==> config.mk <==
export PLATFORM = sky130hd
export DESIGN_NAME = wbsc_top
export DESIGN_NICKNAME = d
export VERILOG_FILES = /design/src/verilog/wbsc_pkg.sv /design/src/verilog/wbsc_line_timer.sv /design/src/verilog/wbsc_step_chan.sv /design/src/verilog/wbsc_top.sv
export SDC_FILE = /design/constraint.sdc
export NUM_CORES = 1
export LEC_CHECK = 0
export BUFFER_PORTS_ARGS = -buffer_cell sky130_fd_sc_hd__buf_2
export CORE_MARGIN = 3
export CORE_UTILIZATION = 56
export DETAILED_ROUTE_END_ITERATION = 8
export PLACE_DENSITY = 0.77
export SETUP_SLACK_MARGIN = 0.3
export SYNTH_ARGS = -nofsm -noshare
export SYNTH_HDL_FRONTEND = slang
export SYNTH_SLANG_ARGS = --single-unit
==> constraint.sdc <==
create_clock -name core_clk_i -period 4.5 [get_ports core_clk_i]
set_input_delay 0.675 -clock core_clk_i [delete_from_list [all_inputs] [get_ports core_clk_i]]
set_output_delay 0.675 -clock core_clk_i [all_outputs]
set_load 0.02 [all_outputs]
==> src/verilog/wbsc_pkg.sv <==
package wbsc_pkg;

  // Counter geometry
  localparam int LEVEL_W = 6;
  localparam logic [5:0] LEVEL_MIN = 6'h00;
  localparam logic [5:0] LEVEL_MAX = 6'h3f;
  localparam logic [5:0] LEVEL_RST = 6'h20;

  // Control voltage scale, millivolts
  localparam logic [11:0] DAC_BASE_MV = 12'h5dc;
  localparam logic [11:0] DAC_STEP_MV = 12'h01e;

  // Line timing
  localparam int LINE_W = 10;
  localparam logic [9:0] LINE_MAX = 10'h3ff;
  localparam logic [9:0] STEP_LINE = 10'h014;
  localparam logic [9:0] LINES_SPLIT = 10'h120;
  localparam logic [9:0] LINES_RST = 10'h106;

  // Register offsets
  localparam int ADDR_W = 8;
  localparam logic [7:0] OFS_CTRL = 8'h00;
  localparam logic [7:0] OFS_STATUS = 8'h04;
  localparam logic [7:0] OFS_MASK = 8'h08;
  localparam logic [7:0] OFS_LEVELS = 8'h0c;
  localparam logic [7:0] OFS_STATE = 8'h10;
  localparam logic [7:0] OFS_VOLTS = 8'h14;

  // Control fields
  localparam int CTRL_START_BIT = 0;
  localparam int CTRL_AUTO_BIT = 1;
  localparam int CTRL_ABORT_BIT = 2;
  localparam logic CTRL_AUTO_RST = 1'b1;

  // Status fields
  localparam int EVT_W = 3;
  localparam int EVT_DONE_BIT = 0;
  localparam int EVT_CANCEL_BIT = 1;
  localparam int EVT_SAT_BIT = 2;
  localparam logic [2:0] EVT_RST = 3'h0;
  localparam logic [2:0] MASK_RST = 3'h0;

  typedef enum logic [2:0] {
    ST_IDLE = 3'b001,
    ST_ADJ = 3'b010,
    ST_DONE = 3'b100
  } wbsc_state_t;

  typedef struct packed {
    logic [7:0] addr;
    logic [31:0] wdata;
    logic wr;
    logic rd;
  } wbsc_req_t;

  typedef struct packed {
    logic [5:0] level;
    logic busy;
    logic sat;
  } wbsc_chan_t;

  typedef struct packed {
    logic step;
    logic vd_rise;
    logic ccir;
    logic [9:0] lines;
    logic [9:0] line_cnt;
  } wbsc_time_t;

  function automatic logic [5:0] wbsc_sat_step(input logic [5:0] lvl, input logic up);
    if (up)
      return (lvl == LEVEL_MAX) ? lvl : 6'(lvl + 6'h01);
    else
      return (lvl == LEVEL_MIN) ? lvl : 6'(lvl - 6'h01);
  endfunction : wbsc_sat_step

  function automatic logic [11:0] wbsc_level_mv(input logic [5:0] lvl);
    return 12'(DAC_BASE_MV + 12'(lvl) * DAC_STEP_MV);
  endfunction : wbsc_level_mv

endpackage : wbsc_pkg

==> src/verilog/wbsc_line_timer.sv <==
`timescale 1ns/1ps
`default_nettype none
module wbsc_line_timer
  import wbsc_pkg::*;
(
  // Clock and reset
  input wire logic core_clk_i,
  input wire logic resetn_i,
  // Drive pulses
  input wire logic vd_i,
  input wire logic hd_i,
  // Timing out
  output wbsc_time_t time_o
);

  logic vd_q_reg;
  logic hd_q_reg;
  logic [9:0] line_cnt_reg;
  logic [9:0] lines_reg;
  logic step_reg;
  logic vd_rise_reg;
  logic vd_rise;
  logic hd_rise;

  assign vd_rise = vd_i & ~vd_q_reg;
  assign hd_rise = hd_i & ~hd_q_reg;

  always_ff @(posedge core_clk_i)
  begin
    if (!resetn_i)
    begin
      vd_q_reg <= 1'b0;
      hd_q_reg <= 1'b0;
    end
    else
    begin
      vd_q_reg <= vd_i;
      hd_q_reg <= hd_i;
    end
  end

  always_ff @(posedge core_clk_i)
  begin
    if (!resetn_i)
      line_cnt_reg <= 10'h000;
    else if (vd_rise)
      line_cnt_reg <= 10'h000;
    else if (hd_rise && line_cnt_reg != LINE_MAX)
      line_cnt_reg <= 10'(line_cnt_reg + 10'h001);
  end

  always_ff @(posedge core_clk_i)
  begin
    if (!resetn_i)
      lines_reg <= LINES_RST;
    else if (vd_rise)
      lines_reg <= line_cnt_reg;
  end

  always_ff @(posedge core_clk_i)
  begin
    if (!resetn_i)
    begin
      step_reg <= 1'b0;
      vd_rise_reg <= 1'b0;
    end
    else
    begin
      step_reg <= hd_rise && !vd_rise && (line_cnt_reg == 10'(STEP_LINE - 10'h001));
      vd_rise_reg <= vd_rise;
    end
  end

  assign time_o.step = step_reg;
  assign time_o.vd_rise = vd_rise_reg;
  assign time_o.ccir = (lines_reg > LINES_SPLIT);
  assign time_o.lines = lines_reg;
  assign time_o.line_cnt = line_cnt_reg;

endmodule : wbsc_line_timer
`default_nettype wire

==> src/verilog/wbsc_step_chan.sv <==
`timescale 1ns/1ps
`default_nettype none
module wbsc_step_chan
  import wbsc_pkg::*;
(
  // Clock and reset
  input wire logic core_clk_i,
  input wire logic resetn_i,
  // Control
  input wire logic arm_i,
  input wire logic abort_i,
  input wire logic step_i,
  input wire logic dir_up_i,
  // Channel state
  output wbsc_chan_t chan_o
);

  logic [5:0] level_reg;
  logic busy_reg;
  logic ref_valid_reg;
  logic ref_dir_reg;
  logic sat_reg;
  logic go_step;
  logic reversed;

  assign reversed = ref_valid_reg && (dir_up_i != ref_dir_reg);
  assign go_step = step_i && busy_reg && !reversed;

  always_ff @(posedge core_clk_i)
  begin
    if (!resetn_i)
      level_reg <= LEVEL_RST;
    else if (go_step)
      level_reg <= wbsc_sat_step(level_reg, dir_up_i);
  end

  always_ff @(posedge core_clk_i)
  begin
    if (!resetn_i)
      busy_reg <= 1'b0;
    else if (arm_i)
      busy_reg <= 1'b1;
    else if (abort_i || (step_i && busy_reg && reversed))
      busy_reg <= 1'b0;
  end

  always_ff @(posedge core_clk_i)
  begin
    if (!resetn_i)
    begin
      ref_valid_reg <= 1'b0;
      ref_dir_reg <= 1'b0;
    end
    else if (arm_i)
      ref_valid_reg <= 1'b0;
    else if (step_i && busy_reg && !ref_valid_reg)
    begin
      ref_valid_reg <= 1'b1;
      ref_dir_reg <= dir_up_i;
    end
  end

  always_ff @(posedge core_clk_i)
  begin
    if (!resetn_i)
      sat_reg <= 1'b0;
    else
      sat_reg <= go_step && (dir_up_i ? (level_reg == LEVEL_MAX) : (level_reg == LEVEL_MIN));
  end

  assign chan_o.level = level_reg;
  assign chan_o.busy = busy_reg;
  assign chan_o.sat = sat_reg;

endmodule : wbsc_step_chan
`default_nettype wire

==> src/verilog/wbsc_top.sv <==
`timescale 1ns/1ps
`default_nettype none
// Contract
// - Each channel holds a 6-bit counter stepping up or down by its direction.
// - Two independent channels: red against green, blue against green.
// - Adjustment begins on a start rising edge (auto start on) or a register start; counters frozen otherwise.
// - One step per vertical period until the direction input reverses.
// - Counter value at reversal is kept as the balance result.
// - Code maps to control voltage 1.5V to 3.39V, about 30mV per step.
// - Active-low completion indicator goes low when adjustment finishes.
// - Line count preset by vertical drive; line standard chosen automatically.
module wbsc_top
  import wbsc_pkg::*;
(
  // Clock and reset
  input wire logic core_clk_i,
  input wire logic resetn_i,
  // Drive pulses
  input wire logic vd_i,
  input wire logic hd_i,
  // Trigger and inhibit
  input wire logic start_i,
  input wire logic low_light_i,
  // Comparator results, high when green is larger
  input wire logic red_dir_i,
  input wire logic blue_dir_i,
  // Register port
  input wire wbsc_req_t reg_req_i,
  output logic [31:0] reg_rdata_o,
  // Converter codes and indicators
  output logic [5:0] red_level_o,
  output logic [5:0] blue_level_o,
  output logic done_n_o,
  output logic irq_o
);

  ////////////////////////////////////////////////////////////////////////////
  wbsc_time_t tim;
  wbsc_chan_t red_chan;
  wbsc_chan_t blue_chan;
  wbsc_state_t state_reg;
  wbsc_state_t state_next;
  logic start_q_reg;
  logic auto_en_reg;
  logic [2:0] status_reg;
  logic [2:0] status_next;
  logic [2:0] mask_reg;
  logic [2:0] evt;
  logic [31:0] rdata_reg;
  logic done_n_reg;
  logic irq_reg;
  logic sw_start;
  logic sw_abort;
  logic trig;
  logic go;
  logic abort;
  logic wr_ctrl;

  assign wr_ctrl = reg_req_i.wr && (reg_req_i.addr == OFS_CTRL);
  assign sw_start = wr_ctrl && reg_req_i.wdata[CTRL_START_BIT];
  assign sw_abort = wr_ctrl && reg_req_i.wdata[CTRL_ABORT_BIT];

  assign trig = (auto_en_reg && start_i && !start_q_reg) || sw_start;
  assign go = trig && !low_light_i && (state_reg != ST_ADJ);
  assign abort = sw_abort && (state_reg == ST_ADJ);

  ////////////////////////////////////////////////////////////////////////////
  wbsc_line_timer u_timer (
    .core_clk_i(core_clk_i),
    .resetn_i(resetn_i),
    .vd_i(vd_i),
    .hd_i(hd_i),
    .time_o(tim)
  );

  wbsc_step_chan u_red (
    .core_clk_i(core_clk_i),
    .resetn_i(resetn_i),
    .arm_i(go),
    .abort_i(abort),
    .step_i(tim.step),
    .dir_up_i(red_dir_i),
    .chan_o(red_chan)
  );

  wbsc_step_chan u_blue (
    .core_clk_i(core_clk_i),
    .resetn_i(resetn_i),
    .arm_i(go),
    .abort_i(abort),
    .step_i(tim.step),
    .dir_up_i(blue_dir_i),
    .chan_o(blue_chan)
  );

  assign red_level_o = red_chan.level;
  assign blue_level_o = blue_chan.level;

  ////////////////////////////////////////////////////////////////////////////
  always_comb
  begin
    state_next = state_reg;
    unique case (state_reg)
      ST_IDLE:
        if (go)
          state_next = ST_ADJ;
      ST_ADJ:
        if (abort)
          state_next = ST_IDLE;
        else if (!red_chan.busy && !blue_chan.busy)
          state_next = ST_DONE;
      ST_DONE:
        if (go)
          state_next = ST_ADJ;
      default:
        state_next = ST_IDLE;
    endcase
  end

  always_ff @(posedge core_clk_i)
  begin
    if (!resetn_i)
      state_reg <= ST_IDLE;
    else
      state_reg <= state_next;
  end

  always_ff @(posedge core_clk_i)
  begin
    if (!resetn_i)
      start_q_reg <= 1'b0;
    else
      start_q_reg <= start_i;
  end

  always_ff @(posedge core_clk_i)
  begin
    if (!resetn_i)
      done_n_reg <= 1'b1;
    else
      done_n_reg <= (state_next != ST_DONE);
  end

  assign done_n_o = done_n_reg;

  ////////////////////////////////////////////////////////////////////////////
  always_ff @(posedge core_clk_i)
  begin
    if (!resetn_i)
      auto_en_reg <= CTRL_AUTO_RST;
    else if (wr_ctrl)
      auto_en_reg <= reg_req_i.wdata[CTRL_AUTO_BIT];
  end

  always_ff @(posedge core_clk_i)
  begin
    if (!resetn_i)
      mask_reg <= MASK_RST;
    else if (reg_req_i.wr && reg_req_i.addr == OFS_MASK)
      mask_reg <= reg_req_i.wdata[EVT_W-1:0];
  end

  always_comb
  begin
    evt = 3'h0;
    evt[EVT_DONE_BIT] = (state_reg == ST_ADJ) && (state_next == ST_DONE);
    evt[EVT_CANCEL_BIT] = trig && low_light_i;
    evt[EVT_SAT_BIT] = red_chan.sat || blue_chan.sat;
    status_next = status_reg;
    if (reg_req_i.wr && reg_req_i.addr == OFS_STATUS)
      status_next = status_reg & ~reg_req_i.wdata[EVT_W-1:0];
    // Set beats a same-cycle clear
    status_next = status_next | evt;
  end

  always_ff @(posedge core_clk_i)
  begin
    if (!resetn_i)
    begin
      status_reg <= EVT_RST;
      irq_reg <= 1'b0;
    end
    else
    begin
      status_reg <= status_next;
      irq_reg <= |(status_next & mask_reg);
    end
  end

  assign irq_o = irq_reg;

  // Register readback, codes also given as millivolts; unmapped reads give zero
  always_ff @(posedge core_clk_i)
  begin
    if (!resetn_i)
      rdata_reg <= 32'h0000_0000;
    else if (!reg_req_i.rd)
      rdata_reg <= 32'h0000_0000;
    else
    begin
      unique case (reg_req_i.addr)
        OFS_CTRL:
          rdata_reg <= {30'h0, auto_en_reg, 1'b0};
        OFS_STATUS:
          rdata_reg <= {29'h0, status_reg};
        OFS_MASK:
          rdata_reg <= {29'h0, mask_reg};
        OFS_LEVELS:
          rdata_reg <= {18'h0, blue_chan.level, 2'h0, red_chan.level};
        OFS_STATE:
          rdata_reg <= {6'h0, tim.lines, 8'h0, 1'b0, tim.ccir, blue_chan.busy,
                        red_chan.busy, 1'b0, state_reg};
        OFS_VOLTS:
          rdata_reg <= {4'h0, wbsc_level_mv(blue_chan.level), 4'h0,
                        wbsc_level_mv(red_chan.level)};
        default:
          rdata_reg <= 32'h0000_0000;
      endcase
    end
  end

  assign reg_rdata_o = rdata_reg;
endmodule : wbsc_top
`default_nettype wire

* After elaboration in Yosys (flattened, before gate mapping)
Cells that the tools add are included.
** Word-level totals
- Output and inout port bits :: 46
- Register bits after elaboration :: 88
** Operators by class
- Equal/unequal tests :: 21
- Reductions and logical operators :: 55
- Muxes and demuxes :: 18
- $lt $le $gt $ge :: 1
- $mul :: 2
- Bitwise logic cells :: 10
- Add/subtract/negate cells :: 7
** Operators with widths (number)
- one-hot mux 28 bit (6 select lines) :: 1
- 2-to-1 mux 6 bit :: 6
- logical AND 1 bit :: 28
- adder 11 x 11 -> 12 bit, first input constant :: 2
- multiplier 6 x 4 -> 10 bit, second input constant :: 2
- equality test 8 x 4 -> 1 bit, second input constant :: 2
- equality test 8 x 5 -> 1 bit, second input constant :: 2
- adder 6 x 1 -> 6 bit, second input constant :: 2
- equality test 6 bit, second input constant :: 2
- logical NOT 6 bit :: 2
- 2-to-1 mux 3 bit :: 4
- subtractor 6 x 1 -> 6 bit, second input constant :: 2
- adder 10 x 1 -> 10 bit, second input constant :: 1
- equality test 10 x 5 -> 1 bit, second input constant :: 1
- greater-than comparator 10 x 9 -> 1 bit, second input constant :: 1
- != test 10 bit, second input constant :: 1
- logical NOT 1 bit :: 9
- equality test 8 x 3 -> 1 bit, second input constant :: 1
- logical NOT 8 bit :: 1
- != test 2 bit, second input constant :: 4
- AND 3 bit :: 2
- equality test 3 bit, second input constant :: 2
- 2-to-1 mux 1 bit :: 6
- one-hot mux 3 bit (2 select lines) :: 1
- 15 further kinds :: 29

* Longest topological paths before layout
- Word-level depth :: 13
- Depth in mapped cells :: 11

* By module
Synthesis repeated with hierarchy kept, for this count alone.
** Unflattened totals
- Cell total of the unflattened synthesis :: 591
- Area, all modules :: 5347.6 um^2
** Modules (own cells, without submodules)
- wbsc_top :: times used 1, seq. area each 780.7 um^2, area each 3071.7 um^2, cells an instance 352
- wbsc_step_chan :: times used 2, seq. area each 200.2 um^2, area each 633.1 um^2, cells an instance 66
- wbsc_line_timer :: times used 1, seq. area each 480.5 um^2, area each 1009.7 um^2, cells an instance 107

* Worst setup path before layout
No wires, ideal clock.
- Path kind :: reg2reg
- Start :: register u_red.level_reg[3]
- End :: register rdata_reg[9], in the netlist reg_rdata_o[9]
- Stages on the path, launching flop included :: 12
- Setup slack :: 996 ps
- Buffers on the path :: 0
- Data required time :: 4383 ps
- Arrival time :: 3387 ps
- Cells stage by stage :: dfxtp_1 -> inv_1 -> fa_1 -> fa_1 -> inv_1 -> ha_1 -> a21oi_1 -> o221ai_1 -> xnor2_1 -> nor4_1 -> xnor2_1 -> a32o_1
** Between the ends
- Longest elaborated chain between the ends :: 3
** Ends and longest elaborated chain
- start: declaration :: RTL line wbsc_step_chan.sv:18 : logic [5:0] level_reg;
- start signal: assignment :: RTL line wbsc_step_chan.sv:34 : level_reg <= wbsc_sat_step(level_reg, dir_up_i);
- multiplier 6 x 4 -> 10 bit :: RTL line wbsc_pkg.sv:78 : return 12'(DAC_BASE_MV + 12'(lvl) * DAC_STEP_MV);
- adder 11 x 11 -> 12 bit :: RTL line wbsc_pkg.sv:78
- one-hot mux 28 bit (6 select lines) :: RTL line wbsc_top.sv:201 : unique case (reg_req_i.addr)
- end signal: assignment :: RTL line wbsc_top.sv:203 : rdata_reg <= {30'h0, auto_en_reg, 1'b0};
- end signal: assignment :: RTL line wbsc_top.sv:205 : rdata_reg <= {29'h0, status_reg};
- end signal: assignment :: RTL line wbsc_top.sv:207 : rdata_reg <= {29'h0, mask_reg};
- end: declaration :: RTL line wbsc_top.sv:49 : logic [31:0] rdata_reg;
Every way passes these cells.
A chain may end at the register's enable or synchronous reset.

* Worst setup path after layout
- Start :: register u_blue.level_reg[2]
- End :: register rdata_reg[25], in the netlist reg_rdata_o[25]
** Between the ends
- Longest elaborated chain between the ends :: 3
** Ends and longest elaborated chain (RTL line)
- start: declaration :: wbsc_step_chan.sv:18
- start signal: assignment :: wbsc_step_chan.sv:34
- multiplier 6 x 4 -> 10 bit :: wbsc_pkg.sv:78
- adder 11 x 11 -> 12 bit :: wbsc_pkg.sv:78
- one-hot mux 28 bit (6 select lines) :: wbsc_top.sv:201
Every way passes these cells.

==> qor.csv <==
stage,metric,value,unit
drt,post-route-drc-count,0,
cts,clk_latency,350,ps
synth,synth_common_cells,"dfxtp_1 (82), nor2_1 (58), nand2_1 (54)",
power,ir_drop,0.000198,V
place,gp_congestion,0.878,
floorplanning,die_h,102,um
floorplanning,coreArea,8810,um2
synth,synth_compound_area_frac,0.162,
synth,ys.flop_type,dfxtp_1,
synth,seq_area_frac_synth,0.320,
power,p_sw_frac,0.242,
critical_path,critPathBufInv,2,
place,placed_area,5510,um2
drt,viasPerCell,5.70,
drt,num_vias,4350,
critical_path,required,4780,ps
drt,final_antenna_net_count,0,
grt,grt_max_degree,40,
synth,ys_types,62,
synth,synth-simple-area-share,0.203,
place,portBuffers,60,
critical_path,path_max_fanout,8,
timing,finalSetupViolCount,0,
critical_path,worst_path_max_delay_cell,dfxtp_1,
power,p_int,1.03,mW
drt,post_drt_wl_per_cell,14.8,um
cts,clockBufferDepth,2,
power,leakagePower,2.52,nW
critical_path,critPathCaptureType,flop,
cts,cts_root_buf,clkbuf_8,
synth,synthAdderAreaFrac,0.183,
synth,synth_xor_area_frac,0.0597,
grt,antenna_found_initial,0,
timing,finClkSkew,10.1,ps
layout,drive_gt1_frac,0.130,
synth,synth.area.top_cells,"dfxtp_1 (32%), ha_1 (10%), fa_1 (7.8%)",
timing,fin_crit_sh,0.869,
synth,syn_area,5140,um2
critical_path,critical_path_class,reg -> reg,
cts,cts.clk_slew.worst_paths,80,ps
power,pwr-share-seq,0.543,
critical_path,max_stage_delay,580,ps
layout,largest_reg_flops,26,
grt,grt_pass1_vias,3993,
power,combPwrFrac,0.051,
power,p_switching,0.329,mW
synth,synthMuxAreaShare,0.0197,
critical_path,cp.depth,11,
cts,cts_tree,done,
layout,finalCoreUtilization,0.648,
synth,synth_edf_count,0,
synth,syn_area_per_cell,8.68,um2
grt,grt_pass1_wl,18500,um
timing,max_freq,256,MHz
timing,totalNegativeSetupSlack,0,ps
power,power_frac_clock,0.406,
layout,area_delta_synth_final,11.1,%
layout,n_antenna_cell,0,
floorplanning,io-pin-count,96,
timing,fin_crit,3910,ps
cts,cts_buffers,9,
critical_path,rrSetupSlack,590,ps
timing,slew_violations,0,
layout,final_cell_area,5710,um2
synth,synth_top_cell_by_area,dfxtp_1,
layout,fin_nets,763,
synth,synth-async-reset-ratio,0,
critical_path,r2r_cells,11,
place,dp_worst_setup_slack,670,ps
cts,cts_setup_buffers,0,
drt,drt_pass1_iterations,4,
synth,synth.most_common_cell,dfxtp_1,
timing,worst_pin_slew,608,ps
power,powerDensity,238,nW/um2
synth,yosysTopAreaCellShare,0.320,
worst_hold_path,hold_path_class,reg -> reg,
timing,rsz0062_at_grt,false,
floorplanning,initial_core_util,0.583,
critical_path,path_cells,inv_1 > fa_1 > fa_1 > inv_1 > ha_1 > nor2b_1 > o21ai_0 > xnor2_1 > o31ai_1 > nand3_1 > a21oi_1,
critical_path,start_kind,flop,
grt,grt_usage,0.224,
floorplanning,die_w,102,um
critical_path,arrival,4190,ps
synth,synth-seq-cells,82,
cts,post_cts_resized,0,
synth,yosysWarningCount,0,
place,hpwl,8470,um
cts,holdBufCountCts,0,
floorplanning,std_cell_rows,34,
grt,grt.overflow.total,0,
timing,timing.hold.ws,490,ps
timing,relSlewSlack,0.595,
floorplanning,fp.dieArea,10400,um2
cts,cts_sinks,82,
worst_hold_path,hold_path_depth,2,
drt,drt_iter0_markers,268,
synth,synth_top_family_by_area,simple AND/OR/NAND/NOR gates,
timing,hold_viol,0,
critical_path,path_delay_family,adder cells,
cts,h-tree-depth,3,
drt,drt-total-wl,11300,um
timing,layout_setup_ws,590,ps
run_status,status,completed,
flow_run,maxCapViolations,0,
synth,synthCells,592,
## power groups by stage
stage	registers [mW]	logic [mW]	clock network, mW
CTS	0.739	0.0685	0.561
finish	0.739	0.0690	0.552
floorplan	0.754	0.0491	0
detailed placement	0.756	0.0678	0
global route	0.740	0.0770	0.588
global placement	0.756	0.0659	0
## worst paths after layout
path,start,end
setup / recovery,u_blue.level_reg[2]$_SDFFE_PN0P_,reg_rdata_o[25]$_SDFF_PN0_
hold / removal,u_timer.lines_reg[5]$_SDFFE_PN0P_,u_timer.lines_reg[5]$_SDFFE_PN0P_
setup reg to reg,u_blue.level_reg[2]$_SDFFE_PN0P_,reg_rdata_o[25]$_SDFF_PN0_
hold reg to reg,u_timer.lines_reg[5]$_SDFFE_PN0P_,u_timer.lines_reg[5]$_SDFFE_PN0P_
## kinds of logic (layout without fill, tap and decap cells)
family	after synthesis	in the layout
xor+xnor	35	35
fa+ha+maj	63	63
simple gates	212	212
buf+inv	66	124
flops	82	82
mux	10	10
other cells	1	6
compound gates	123	123
## per-stage QoR
| stage | cells | power (mW) |
|---|---|---|
| 2_1_floorplan | 597 | 0.803 |
| 6_report | 763 | 1.36 |
| 3_3_place_gp | 747 | 0.822 |
| 3_5_place_dp | 747 | 0.824 |
| 5_1_grt | 763 | 1.41 |
| 4_1_cts | 763 | 1.37 |
## layout make-up
| cell class | instances | area (um2) |
|---|---|---|
| Fill cell | 741 | 3100 |
| Inverter | 47 | 176 |
| Timing Repair Buffer | 61 | 308 |
| Clock buffer | 11 | 141 |
| Tap cell | 108 | 135 |
| Multi-Input combinational cell | 449 | 3240 |
| Sequential cell | 82 | 1640 |
| Clock inverter | 5 | 62.6 |
## routing by layer
layer,track usage,up-vias,part of all wire
li1,-,2146,-
met1,0.308,2060,0.47
met2,0.365,128,0.46
met3,0.0331,16,0.054
met4,0.0685,0,0.013
met5,0,-,0
## worst min-delay path, cell delays in order (launching register included)
cell	delay, ps
dfxtp_1	330
nand2_1	50
a21boi_0	70
## cells in the final DEF (no fill, tap or decap), types with 3 or more instances in the layout
| cell | synthesis | final |
|---|---|---|
| a211oi_1 | 5 | 5 |
| a21boi_0 | 9 | 9 |
| a21o_1 | 8 | 8 |
| a21oi_1 | 30 | 30 |
| a222oi_1 | 4 | 4 |
| a22o_1 | 3 | 3 |
| a22oi_1 | 5 | 5 |
| and2_1 | 11 | 11 |
| and3_1 | 9 | 9 |
| buf_2 | 0 | 60 |
| clkbuf_8 | 0 | 10 |
| conb_1 | 1 | 6 |
| dfxtp_1 | 82 | 82 |
| fa_1 | 20 | 20 |
| ha_1 | 43 | 43 |
| inv_1 | 46 | 46 |
| mux2i_1 | 9 | 9 |
| nand2_1 | 54 | 54 |
| nand2b_1 | 7 | 7 |
| nand3_1 | 19 | 19 |
| nand4_1 | 7 | 7 |
| nor2_1 | 58 | 58 |
| nor2b_1 | 18 | 18 |
| nor3_1 | 9 | 9 |
| nor3b_1 | 3 | 3 |
| nor4_1 | 3 | 3 |
| o21a_1 | 4 | 4 |
| o21ai_0 | 28 | 28 |
| or3_1 | 3 | 3 |
| xnor2_1 | 18 | 18 |
| xor2_1 | 17 | 17 |
Power figures use the tool's default switching activity.
